## src/core/conv_regs_pkg.sv

```systemverilog
/*
  Constants for the converter configuration and status register bank:
  register addresses, field positions, write masks, reset values,
  enable and mode encodings and timing counts.
  Assumes a 250 MHz core clock.
*/
package conv_regs_pkg;
  // Register addresses
  localparam logic [7:0] ADDR_MISC = 8'h01;
  localparam logic [7:0] ADDR_FLOOR = 8'h02;
  localparam logic [7:0] ADDR_ROOF = 8'h03;
  localparam logic [7:0] ADDR_LIMIT = 8'h04;
  localparam logic [7:0] ADDR_STATUS = 8'h05;
  localparam logic [7:0] ADDR_NVM = 8'hff;
  localparam logic [7:0] READ_NONE = 8'h00;
  // misc_config fields
  localparam int SOFT_RESET_BIT = 7;
  localparam int ENABLE_LSB = 5;
  localparam int MISC_RSVD_BIT = 4;
  localparam int PIN_ROLE_BIT = 3;
  localparam int SPREAD_BIT = 2;
  localparam int BOOST_ACTIVE_LSB = 0;
  // current_limit_config fields
  localparam int LIMIT_OFF_BIT = 5;
  localparam int SOFT_START_BIT = 4;
  localparam int VALLEY_LSB = 0;
  // nvm_control fields
  localparam int NVM_WEN_BIT = 7;
  localparam int NVM_WP_BIT = 6;
  // status_flags fields
  localparam int ST_THERMAL = 7;
  localparam int ST_HOT = 6;
  localparam int ST_PFM = 5;
  localparam int ST_BOOST = 4;
  localparam int ST_BYPASS_LIM = 3;
  localparam int ST_BOOST_LIM = 2;
  localparam int ST_FAULT = 1;
  localparam int ST_RANGE = 0;
  // Writable bits; others are dropped on write and read as zero, except nvm_control bit 5, which reads nvm_locked_status
  localparam logic [7:0] MISC_WMASK = 8'h6f;
  localparam logic [7:0] THR_WMASK = 8'h1f;
  localparam logic [7:0] LIMIT_WMASK = 8'h3f;
  localparam logic [7:0] NVM_WMASK = 8'hc0;
  // Reset values
  localparam logic [7:0] MISC_RESET = 8'h01;
  localparam logic [7:0] FLOOR_RESET = 8'h06;
  localparam logic [7:0] ROOF_RESET = 8'h06;
  localparam logic [7:0] LIMIT_RESET = 8'h1b;
  localparam logic [7:0] NVM_RESET = 8'h00;
  // Enable field and operating mode codes
  typedef enum logic [1:0] {EN_PINS = 2'h0, EN_AUTO = 2'h1, EN_PASS = 2'h2, EN_OFF = 2'h3} enable_t;
  typedef enum logic [1:0] {OM_PIN = 2'h0, OM_PFM = 2'h1, OM_PWM = 2'h2, OM_VOLTAGE_SELECT_PIN = 2'h3} boost_active_t;
  // Clear-on-read flags inside the capture module
  localparam int FLAG_COUNT = 4;
  localparam int FL_THERMAL = 0;
  localparam int FL_BYPASS = 1;
  localparam int FL_BOOST = 2;
  localparam int FL_FAULT = 3;
  // Timing
  localparam int CLK_PERIOD_PS = 4000;
  localparam int BOOST_LIMIT_US = 1500;
  localparam int BOOST_LIMIT_CYCLES = BOOST_LIMIT_US * 1000000 / CLK_PERIOD_PS;
  localparam int POWER_OFF_NS = 1000;
  localparam int POWER_OFF_CYCLES = (POWER_OFF_NS * 1000 + CLK_PERIOD_PS - 1) / CLK_PERIOD_PS;
endpackage

```

## src/core/flag_if.sv

```systemverilog
/*
  Carrier between the register bank and its clear-on-read flag store.
  Assumes both ends run on the same core clock.
*/
`timescale 1ns/100ps
interface flag_if;
  logic [conv_regs_pkg::FLAG_COUNT-1:0] event_set;
  logic clear_all;
  logic wipe;
  logic [conv_regs_pkg::FLAG_COUNT-1:0] flags;
  modport bank (output event_set, output clear_all, output wipe, input flags);
  modport store (input event_set, input clear_all, input wipe, output flags);
endinterface

```

## src/core/sync_bank.sv

```systemverilog
/*
  Two-stage synchroniser for a bus of independent level signals.
  Assumes each bit is a slow level from outside the core clock domain.
*/
`timescale 1ns/100ps
module sync_bank #(
  parameter int WIDTH = 1
) (
  // Clock and reset
  input wire logic core_clk,
  input wire logic rst_n,
  // Levels
  input wire logic [WIDTH-1:0] async_in,
  output logic [WIDTH-1:0] sync_out
);
  logic [WIDTH-1:0] meta_q;

  always_ff @(posedge core_clk or negedge rst_n)
  begin
    if (!rst_n)
    begin
      meta_q <= '0;
      sync_out <= '0;
    end
    else
    begin
      meta_q <= async_in;
      sync_out <= meta_q;
    end
  end
endmodule

```

## src/core/flag_capture.sv

```systemverilog
/*
  Sticky flags that clear when the status register is read.
  Assumes clear_all is a one-cycle read strobe; a set in that cycle wins.
*/
`timescale 1ns/100ps
module flag_capture (
  // Clock and reset
  input wire logic core_clk,
  input wire logic rst_n,
  // Flag traffic
  flag_if.store fl
);
  genvar i;
  generate
    for (i = 0; i < conv_regs_pkg::FLAG_COUNT; i++)
    begin : g_flag
      logic flag_q;
      always_ff @(posedge core_clk or negedge rst_n)
      begin
        if (!rst_n)
          flag_q <= 1'b0;
        else if (fl.event_set[i])
          flag_q <= 1'b1;
        else if (fl.clear_all || fl.wipe)
          flag_q <= 1'b0;
      end
      assign fl.flags[i] = flag_q;
    end
  endgenerate
endmodule

```

## src/core/converter_config_status_regs.sv

```systemverilog
/*
  Configuration and status register bank of a battery front-end
  boost / pass-through converter. Serial protocol engine, non-volatile
  store and analog loop sit outside and connect through plain ports.
  Assumes reg_wr pulses once at the falling edge of the data acknowledge.
*/
`timescale 1ns/100ps
module converter_config_status_regs #(
  parameter int BOOST_LIMIT_CYCLES = conv_regs_pkg::BOOST_LIMIT_CYCLES,
  parameter logic PIN_ROLE_RESET = 1'b0
) (
  // Clock and reset
  input wire logic core_clk,
  input wire logic rst_n,
  // Register port from the serial engine
  input wire logic reg_wr,
  input wire logic reg_rd,
  input wire logic [7:0] reg_addr,
  input wire logic [7:0] reg_wdata,
  output logic [7:0] reg_rdata,
  // Device pins
  input wire logic enable_pin,
  input wire logic bypass_pin_n,
  input wire logic voltage_select_pin,
  input wire logic gpio_pin_i,
  output logic fault_irq_pin_n_o,
  output logic fault_irq_pin_n_oe,
  // Analog status
  input wire logic thermal_trip,
  input wire logic die_hot,
  input wire logic pfm_state,
  input wire logic boost_state,
  input wire logic bypass_limit_hit,
  input wire logic avg_limit_hit,
  input wire logic output_ok,
  input wire logic fault_event,
  // Non-volatile store
  input wire logic nvm_write_done,
  input wire logic nvm_locked_status,
  output logic nvm_write_req,
  output logic nvm_protect_req,
  // Converter control
  output logic converter_on,
  output logic pass_through_force,
  output logic auto_transition,
  output logic shutdown_min,
  output logic pwm_force,
  output logic spread_spectrum_on,
  output logic [4:0] changeover_code,
  output logic current_limit_disable,
  output logic soft_start_low,
  output logic [3:0] valley_limit_code
);
  typedef enum logic [1:0] {ST_RUN = 2'b01, ST_OFF = 2'b10} power_state_t;
  localparam int SYNC_W = 11;
  localparam int CYC_W = 20;
  localparam logic [CYC_W-1:0] OFF_LAST = CYC_W'(conv_regs_pkg::POWER_OFF_CYCLES - 1);
  localparam logic [CYC_W-1:0] BOOST_LAST = CYC_W'(BOOST_LIMIT_CYCLES - 1);
  localparam logic [7:0] MISC_DEFAULT = conv_regs_pkg::MISC_RESET
    | (8'(PIN_ROLE_RESET) << conv_regs_pkg::PIN_ROLE_BIT);

  logic [7:0] misc_q;
  logic [7:0] floor_q;
  logic [7:0] roof_q;
  logic [7:0] limit_q;
  logic [7:0] nvm_q;
  logic [SYNC_W-1:0] pins_async;
  logic [SYNC_W-1:0] pins_s;
  logic en_s, byp_n_s, voltage_select_pin_s, gpio_s, therm_s, hot_s, pfm_s, boost_s;
  logic byp_lim_s, avg_lim_s, ok_s;
  logic gpio_prev_q;
  logic manual_reset;
  logic soft_reset;
  power_state_t power_q;
  logic [CYC_W-1:0] off_cnt_q;
  logic [CYC_W-1:0] avg_cnt_q;
  logic boost_limit_event;
  logic status_read;
  logic [7:0] status_word;
  logic on_d, pass_d, auto_d, shut_d, pwm_d;
  flag_if fl ();

  // Write that lands on a given register
  function automatic logic hit(input logic wr, input logic [7:0] a, input logic [7:0] t);
    hit = wr && (a == t);
  endfunction

  // Synchronise every pin and analog level except fault_event, which sets the fault flag unsynchronised
  assign pins_async = {enable_pin, bypass_pin_n, voltage_select_pin, gpio_pin_i, thermal_trip,
    die_hot, pfm_state, boost_state, bypass_limit_hit, avg_limit_hit, output_ok};
  sync_bank #(.WIDTH(SYNC_W)) u_sync (
    .core_clk(core_clk),
    .rst_n(rst_n),
    .async_in(pins_async),
    .sync_out(pins_s)
  );
  assign {en_s, byp_n_s, voltage_select_pin_s, gpio_s, therm_s, hot_s, pfm_s, boost_s, byp_lim_s, avg_lim_s,
    ok_s} = pins_s;

  // Manual reset: falling edge of the pin while it serves that role
  // Starts at the synchroniser's reset level so no false edge follows reset
  always_ff @(posedge core_clk or negedge rst_n)
  begin
    if (!rst_n)
      gpio_prev_q <= 1'b0;
    else
      gpio_prev_q <= gpio_s;
  end
  assign manual_reset = !misc_q[conv_regs_pkg::PIN_ROLE_BIT] && gpio_prev_q && !gpio_s;
  assign soft_reset = (hit(reg_wr, reg_addr, conv_regs_pkg::ADDR_MISC)
    && reg_wdata[conv_regs_pkg::SOFT_RESET_BIT]) || manual_reset;

  // Configuration registers; writes land on the acknowledge strobe
  always_ff @(posedge core_clk or negedge rst_n)
  begin
    if (!rst_n)
    begin
      misc_q <= MISC_DEFAULT;
      floor_q <= conv_regs_pkg::FLOOR_RESET;
      roof_q <= conv_regs_pkg::ROOF_RESET;
      limit_q <= conv_regs_pkg::LIMIT_RESET;
    end
    else if (soft_reset)
    begin
      misc_q <= MISC_DEFAULT;
      floor_q <= conv_regs_pkg::FLOOR_RESET;
      roof_q <= conv_regs_pkg::ROOF_RESET;
      limit_q <= conv_regs_pkg::LIMIT_RESET;
    end
    else
    begin
      if (hit(reg_wr, reg_addr, conv_regs_pkg::ADDR_MISC))
        misc_q <= reg_wdata & conv_regs_pkg::MISC_WMASK;
      if (hit(reg_wr, reg_addr, conv_regs_pkg::ADDR_FLOOR))
        floor_q <= reg_wdata & conv_regs_pkg::THR_WMASK;
      if (hit(reg_wr, reg_addr, conv_regs_pkg::ADDR_ROOF))
        roof_q <= reg_wdata & conv_regs_pkg::THR_WMASK;
      if (hit(reg_wr, reg_addr, conv_regs_pkg::ADDR_LIMIT))
        limit_q <= reg_wdata & conv_regs_pkg::LIMIT_WMASK;
    end
  end

  // Non-volatile control: write enable clears itself when the copy ends
  always_ff @(posedge core_clk or negedge rst_n)
  begin
    if (!rst_n)
      nvm_q <= conv_regs_pkg::NVM_RESET;
    else if (soft_reset)
      nvm_q <= conv_regs_pkg::NVM_RESET;
    else if (hit(reg_wr, reg_addr, conv_regs_pkg::ADDR_NVM))
      nvm_q <= reg_wdata & conv_regs_pkg::NVM_WMASK;
    else if (nvm_write_done)
      nvm_q[conv_regs_pkg::NVM_WEN_BIT] <= 1'b0;
  end
  assign nvm_write_req = nvm_q[conv_regs_pkg::NVM_WEN_BIT];
  assign nvm_protect_req = nvm_q[conv_regs_pkg::NVM_WP_BIT];

  // Power cycle after a soft reset
  always_ff @(posedge core_clk or negedge rst_n)
  begin
    if (!rst_n)
    begin
      power_q <= ST_RUN;
      off_cnt_q <= '0;
    end
    else
    begin
      case (power_q)
        ST_RUN:
        begin
          off_cnt_q <= '0;
          if (soft_reset)
            power_q <= ST_OFF;
        end
        ST_OFF:
        begin
          if (soft_reset)
            off_cnt_q <= '0;
          else if (off_cnt_q == OFF_LAST)
            power_q <= ST_RUN;
          else
            off_cnt_q <= off_cnt_q + 1'b1;
        end
        default:
          power_q <= ST_RUN;
      endcase
    end
  end

  // Enable field decode
  always_comb
  begin
    on_d = 1'b0;
    pass_d = 1'b0;
    auto_d = 1'b0;
    shut_d = 1'b0;
    case (conv_regs_pkg::enable_t'(misc_q[conv_regs_pkg::ENABLE_LSB +: 2]))
      conv_regs_pkg::EN_PINS:
      begin
        on_d = en_s;
        pass_d = en_s && !byp_n_s;
        auto_d = en_s && byp_n_s;
        shut_d = !en_s;
      end
      conv_regs_pkg::EN_AUTO:
      begin
        on_d = 1'b1;
        auto_d = 1'b1;
      end
      conv_regs_pkg::EN_PASS:
      begin
        on_d = 1'b1;
        pass_d = 1'b1;
      end
      conv_regs_pkg::EN_OFF:
        shut_d = 1'b1;
      default:
        shut_d = 1'b1;
    endcase
    if (power_q != ST_RUN)
    begin
      on_d = 1'b0;
      pass_d = 1'b0;
      auto_d = 1'b0;
      shut_d = 1'b1;
    end
  end

  // Operating mode decode; pin input counts only in the mode role
  always_comb
  begin
    case (conv_regs_pkg::boost_active_t'(misc_q[conv_regs_pkg::BOOST_ACTIVE_LSB +: 2]))
      conv_regs_pkg::OM_PIN:
        pwm_d = misc_q[conv_regs_pkg::PIN_ROLE_BIT] && gpio_s;
      conv_regs_pkg::OM_PFM:
        pwm_d = 1'b0;
      conv_regs_pkg::OM_PWM:
        pwm_d = 1'b1;
      conv_regs_pkg::OM_VOLTAGE_SELECT_PIN:
        pwm_d = voltage_select_pin_s;
      default:
        pwm_d = 1'b0;
    endcase
  end

  // Registered controls to the analog side
  always_ff @(posedge core_clk or negedge rst_n)
  begin
    if (!rst_n)
    begin
      converter_on <= 1'b0;
      pass_through_force <= 1'b0;
      auto_transition <= 1'b0;
      shutdown_min <= 1'b1;
      pwm_force <= 1'b0;
      spread_spectrum_on <= 1'b0;
      changeover_code <= '0;
      current_limit_disable <= 1'b0;
      soft_start_low <= 1'b0;
      valley_limit_code <= '0;
    end
    else
    begin
      converter_on <= on_d;
      pass_through_force <= pass_d;
      auto_transition <= auto_d;
      shutdown_min <= shut_d;
      pwm_force <= pwm_d;
      spread_spectrum_on <= misc_q[conv_regs_pkg::SPREAD_BIT] && !pfm_s;
      changeover_code <= voltage_select_pin_s ? roof_q[4:0] : floor_q[4:0];
      current_limit_disable <= limit_q[conv_regs_pkg::LIMIT_OFF_BIT];
      soft_start_low <= limit_q[conv_regs_pkg::SOFT_START_BIT];
      valley_limit_code <= limit_q[conv_regs_pkg::VALLEY_LSB +: 4];
    end
  end

  // Boost average limit held for the full window
  always_ff @(posedge core_clk or negedge rst_n)
  begin
    if (!rst_n)
      avg_cnt_q <= '0;
    else if (!(avg_lim_s && boost_s))
      avg_cnt_q <= '0;
    else if (avg_cnt_q != BOOST_LAST)
      avg_cnt_q <= avg_cnt_q + 1'b1;
  end
  assign boost_limit_event = avg_lim_s && boost_s && (avg_cnt_q == BOOST_LAST);

  // Clear-on-read flags
  assign status_read = hit(reg_rd, reg_addr, conv_regs_pkg::ADDR_STATUS);
  assign fl.event_set[conv_regs_pkg::FL_THERMAL] = therm_s;
  assign fl.event_set[conv_regs_pkg::FL_BYPASS] = byp_lim_s;
  assign fl.event_set[conv_regs_pkg::FL_BOOST] = boost_limit_event;
  assign fl.event_set[conv_regs_pkg::FL_FAULT] = fault_event || therm_s || byp_lim_s
    || boost_limit_event;
  assign fl.clear_all = status_read;
  assign fl.wipe = soft_reset;
  flag_capture u_flags (
    .core_clk(core_clk),
    .rst_n(rst_n),
    .fl(fl)
  );

  // Fault output, open drain, only in the reset/fault role
  assign fault_irq_pin_n_o = 1'b0;
  assign fault_irq_pin_n_oe = !misc_q[conv_regs_pkg::PIN_ROLE_BIT]
    && fl.flags[conv_regs_pkg::FL_FAULT];

  // Status word
  always_comb
  begin
    status_word = '0;
    status_word[conv_regs_pkg::ST_THERMAL] = fl.flags[conv_regs_pkg::FL_THERMAL];
    status_word[conv_regs_pkg::ST_HOT] = hot_s;
    status_word[conv_regs_pkg::ST_PFM] = pfm_s;
    status_word[conv_regs_pkg::ST_BOOST] = boost_s;
    status_word[conv_regs_pkg::ST_BYPASS_LIM] = fl.flags[conv_regs_pkg::FL_BYPASS];
    status_word[conv_regs_pkg::ST_BOOST_LIM] = fl.flags[conv_regs_pkg::FL_BOOST];
    status_word[conv_regs_pkg::ST_FAULT] = fl.flags[conv_regs_pkg::FL_FAULT];
    status_word[conv_regs_pkg::ST_RANGE] = ok_s || pass_through_force;
  end

  // Read data, one cycle after the address; unknown addresses read zero
  always_ff @(posedge core_clk or negedge rst_n)
  begin
    if (!rst_n)
      reg_rdata <= conv_regs_pkg::READ_NONE;
    else
    begin
      case (reg_addr)
        conv_regs_pkg::ADDR_MISC: reg_rdata <= misc_q;
        conv_regs_pkg::ADDR_FLOOR: reg_rdata <= floor_q;
        conv_regs_pkg::ADDR_ROOF: reg_rdata <= roof_q;
        conv_regs_pkg::ADDR_LIMIT: reg_rdata <= limit_q;
        conv_regs_pkg::ADDR_STATUS: reg_rdata <= status_word;
        conv_regs_pkg::ADDR_NVM: reg_rdata <= nvm_q | {2'b00, nvm_locked_status, 5'b00000};
        default: reg_rdata <= conv_regs_pkg::READ_NONE;
      endcase
    end
  end
endmodule

```

## config.mk

```make
export PLATFORM = sky130hd
export DESIGN_NAME = converter_config_status_regs
export DESIGN_NICKNAME = d
export VERILOG_FILES = /design/src/core/conv_regs_pkg.sv /design/src/core/flag_if.sv /design/src/core/sync_bank.sv /design/src/core/flag_capture.sv /design/src/core/converter_config_status_regs.sv
export SDC_FILE = /design/constraint.sdc
export NUM_CORES = 1
export LEC_CHECK = 0
export BUFFER_PORTS_ARGS = -buffer_cell sky130_fd_sc_hd__buf_2
export CORE_MARGIN = 4
export CORE_UTILIZATION = 55
export CTS_BUF_LIST = sky130_fd_sc_hd__clkbuf_8
export CTS_CLUSTER_DIAMETER = 30
export CTS_CLUSTER_SIZE = 25
export DETAILED_ROUTE_END_ITERATION = 12
export PLACE_DENSITY = 0.83
export SLEW_MARGIN = 5
export SYNTH_ARGS = -nofsm -noshare
export SYNTH_HDL_FRONTEND = slang
export SYNTH_SLANG_ARGS = --single-unit
```

## constraint.sdc

```tcl
create_clock -name core_clk -period 5.8 [get_ports core_clk]
set_input_delay 1.16 -clock core_clk [delete_from_list [all_inputs] [get_ports core_clk]]
set_output_delay 1.16 -clock core_clk [all_outputs]
set_load 0.02 [all_outputs]
```

==> results.md <==
* Final core occ at 65.89%
* CP Capture Type: flop
* Initial antenna violation count at 0
* Post-cts gate resize count at 0
* DRC errors left at 0
* Core Area at 9240 sq um
* PortBufs at 61
* Die Y at 105.3 um
* Final Hold Fails at 0
* Die area at 11090 sq um
* Synth Warn # at 0
* Post-Syn Area at 5209 sq um
* TritonCTS buffer count at 17
* Leak at between 0.002 and 0.003 uW
* Setup CP Type: in2reg
* Post-synthesis net count at ~530
* Clk sinks at about 120
* Maximum clock rate at approximately 330 MHz
* Main synth FF type: dfrtp_1
* # diodes at 0
* Dpl hpwl at 7.903 mm
* H-tree depth at 4
* Worst-Margin Slew at about 1200 ps
* Fin Setup TNS at 0 ps
* Min Tclk post-route at 3039 ps
* Final Cycle Share at 52.40%
* Vias in the first global route at 4017
* Area Overhead vs Synth at 16.89%
* CTS tree: yes
* Synth area leaders: dfrtp_1 (51%), dfstp_2 (5.5%), mux2i_1 (4.0%)
* Post-route ant nets at 0
* Critical-path top delay cell: or4b_4
* Synth cell types at 52
* Area leader, netlist: dfrtp_1
* WP data arrival at 3330 ps
* Grt ovf at 0
* Status: complete, no violations
* Synth cell count leaders: dfrtp_1 (107), nor2_1 (47), nand2_1 (38)
* Unrepaired setup endpoints after global routing: false
* Slowest Stage Delay on Critical Path at 590 ps
* WP data required at around 6100 ps
* DRT Pass-1 Iters at 5
* # rows at 35
* Post-CTS setup buffers at 0
* CP startpoint kind: primary input
* Slew headroom at 22.51%
* Register area share after synthesis at between 50% and 60%
* Power Density at 346.8 nW/um^2
* CTS clk-pin slew, worst paths at 70 ps
* First-pass GRT wire length at 19.48 mm
* Clk_lat worst skew at around 420 ps
* Worst Hold Class: reg2reg
* Vias at 3981
* Synth top area share at 51.41%
* Final wirelength at 11.60 mm
* Max FO, Critical Path at 16
* Post-Syn Instances at 486
* CTS Hold Bufs at 0
* Starting density of the core at 56.37%
* Die width at 105.3 um
* Skew final at 8.435 ps
* Global Route Usage Sum at 21.92%
* Largest net degree at the start of global routing at 74
* DR WL/cell at 16.78 um
* Vias/cell at slightly below 6
* Seq cells post-synth at 118
* Starting DRT DRC Count at 363
* CTS Buffer Depth at 2
* Share of cells above drive strength 1 at roughly a fifth
* Max Slew Vio Count at 0
* Ports at 63
* Most frequent cell after synthesis: dfrtp_1
* Max-cap violations at 0
* Routability cong. at 0.9551
* Syn avg cell area at ~11 sq um
* CP cell instances: buf_2 > or4b_4 > nor3_4 > or2_2 > a31oi_1 > a211o_1
* Layout Nets at 592
* Ys async rst share at 100.0%
* CTS Root Buffer Type: clkbuf_8
* Maximum VDD drop at around 0.00018 V
* Setup violators final at 0
* Number of flops mapped to enable cells by yosys at 0
cell families (layout without fill, tap and decap cells):
group	Yosys count	count (layout)	share of synthesized area, %
AND/OR/NAND/NOR	189	189	18.81
flip-flops	118	118	56.95
AO/OA/AOI/OAI	89	89	10.59
buffers and inverters	35	111	2.954
multiplexers	29	29	5.765
XOR/XNOR	16	16	2.690
adder cells (fa/ha/maj)	9	9	2.162
other	1	1	0.07199
routing by layer:
metal	GRT usage, %	vias to the layer above	part of all wire [%]
met5	0	-	0
met4	8.154	0	1.4
met3	5.205	13	5.3
li1	-	1868	-
met1	29.00	1953	43
met2	35.25	147	50
through the flow:
step                std cells  total power [uW]  area, sq um  hold WS (ps)  worst slack (ps)
floorplan                 486              1104         5209         331.2              3053
global placement          659              1191         5595         332.5              2455
detailed placement        659              1203         5595         336.2              2414
CTS                       691              2128         6088         351.3              2806
global route              691              2206         6088         359.7              2666
finish                    691              2111         6088         349.8              2761
worst max-delay path: cells and delay by family:
kind | cells | cell delay [ps]
and+or+nand+nor | 3 | 1520
buffers and inverters | 1 | 150
AOI/OAI and AO/OA | 2 | 480
registers in the layout, summed over array words and instances (netlist names), 2 cells and up:
signal                 count
u_flags.g_flag.flag_q      4
changeover_code            5
nvm_q                      2
valley_limit_code          4
roof_q                     5
u_sync.sync_out           11
off_cnt_q                 20
reg_rdata                  8
misc_q                     6
power_q                    2
limit_q                    6
floor_q                    5
u_sync.meta_q             11
avg_cnt_q                 20
cell usage in the layout (no fill, tap or decap), drive strengths merged, types with 4 or more instances in the layout:
master / instances
and3: 7
or3: 11
nor3: 18
buf: 62
mux2i: 21
nor4: 6
inv: 18
nor2b: 7
ha: 9
a21oi: 18
bufinv: 7
clkbuf: 17
nand3: 21
nor2: 48
nand2: 38
xor2: 7
mux2: 8
a21o: 4
o21ai: 37
a22o: 5
dfstp: 11
nand4: 16
dfrtp: 107
xnor2: 9
clkinvlp: 4
path summary, 6_finish.rpt:
path	start	endpoint	slack, ps	cells after the start
min	u_sync.meta_q[10]	u_sync.sync_out[10]	350	0
max in group asynchronous	rst_n	power_q[0]	3830	2
min in group asynchronous	rst_n	avg_cnt_q[12]	840	1
max reg2reg	power_q[0]	off_cnt_q[1]	3160	5
max	reg_addr[1]	u_flags.g_flag[3].flag_q	2760	6
min reg2reg	u_sync.meta_q[10]	u_sync.sync_out[10]	350	0
layout make-up:
class | instances | area [sq um]
Timing Repair Buffer | 62 | 315.3
Multi-Input combinational cell | 333 | 2088
Clock inverter | 15 | 259.0
Tap cell | 129 | 161.4
Clock buffer | 17 | 234.0
Inverter | 17 | 63.81
Sequential cell | 118 | 2967
Fill cell | 685 | 3152
power by group:
| group | leakage [uW] | internal (uW) | total [uW] | switching (uW) |
|---|---|---|---|---|
| clock | 0.000239 | 594 | 917 | 323 |
| combinational | 0.000991 | 99.2 | 276 | 177 |
| sequential | 0.00150 | 878 | 918 | 40.0 |
| total | 0.00273 | 1570 | 2110 | 540 |
No activity file was read; power rests on OpenSTA's default activity.
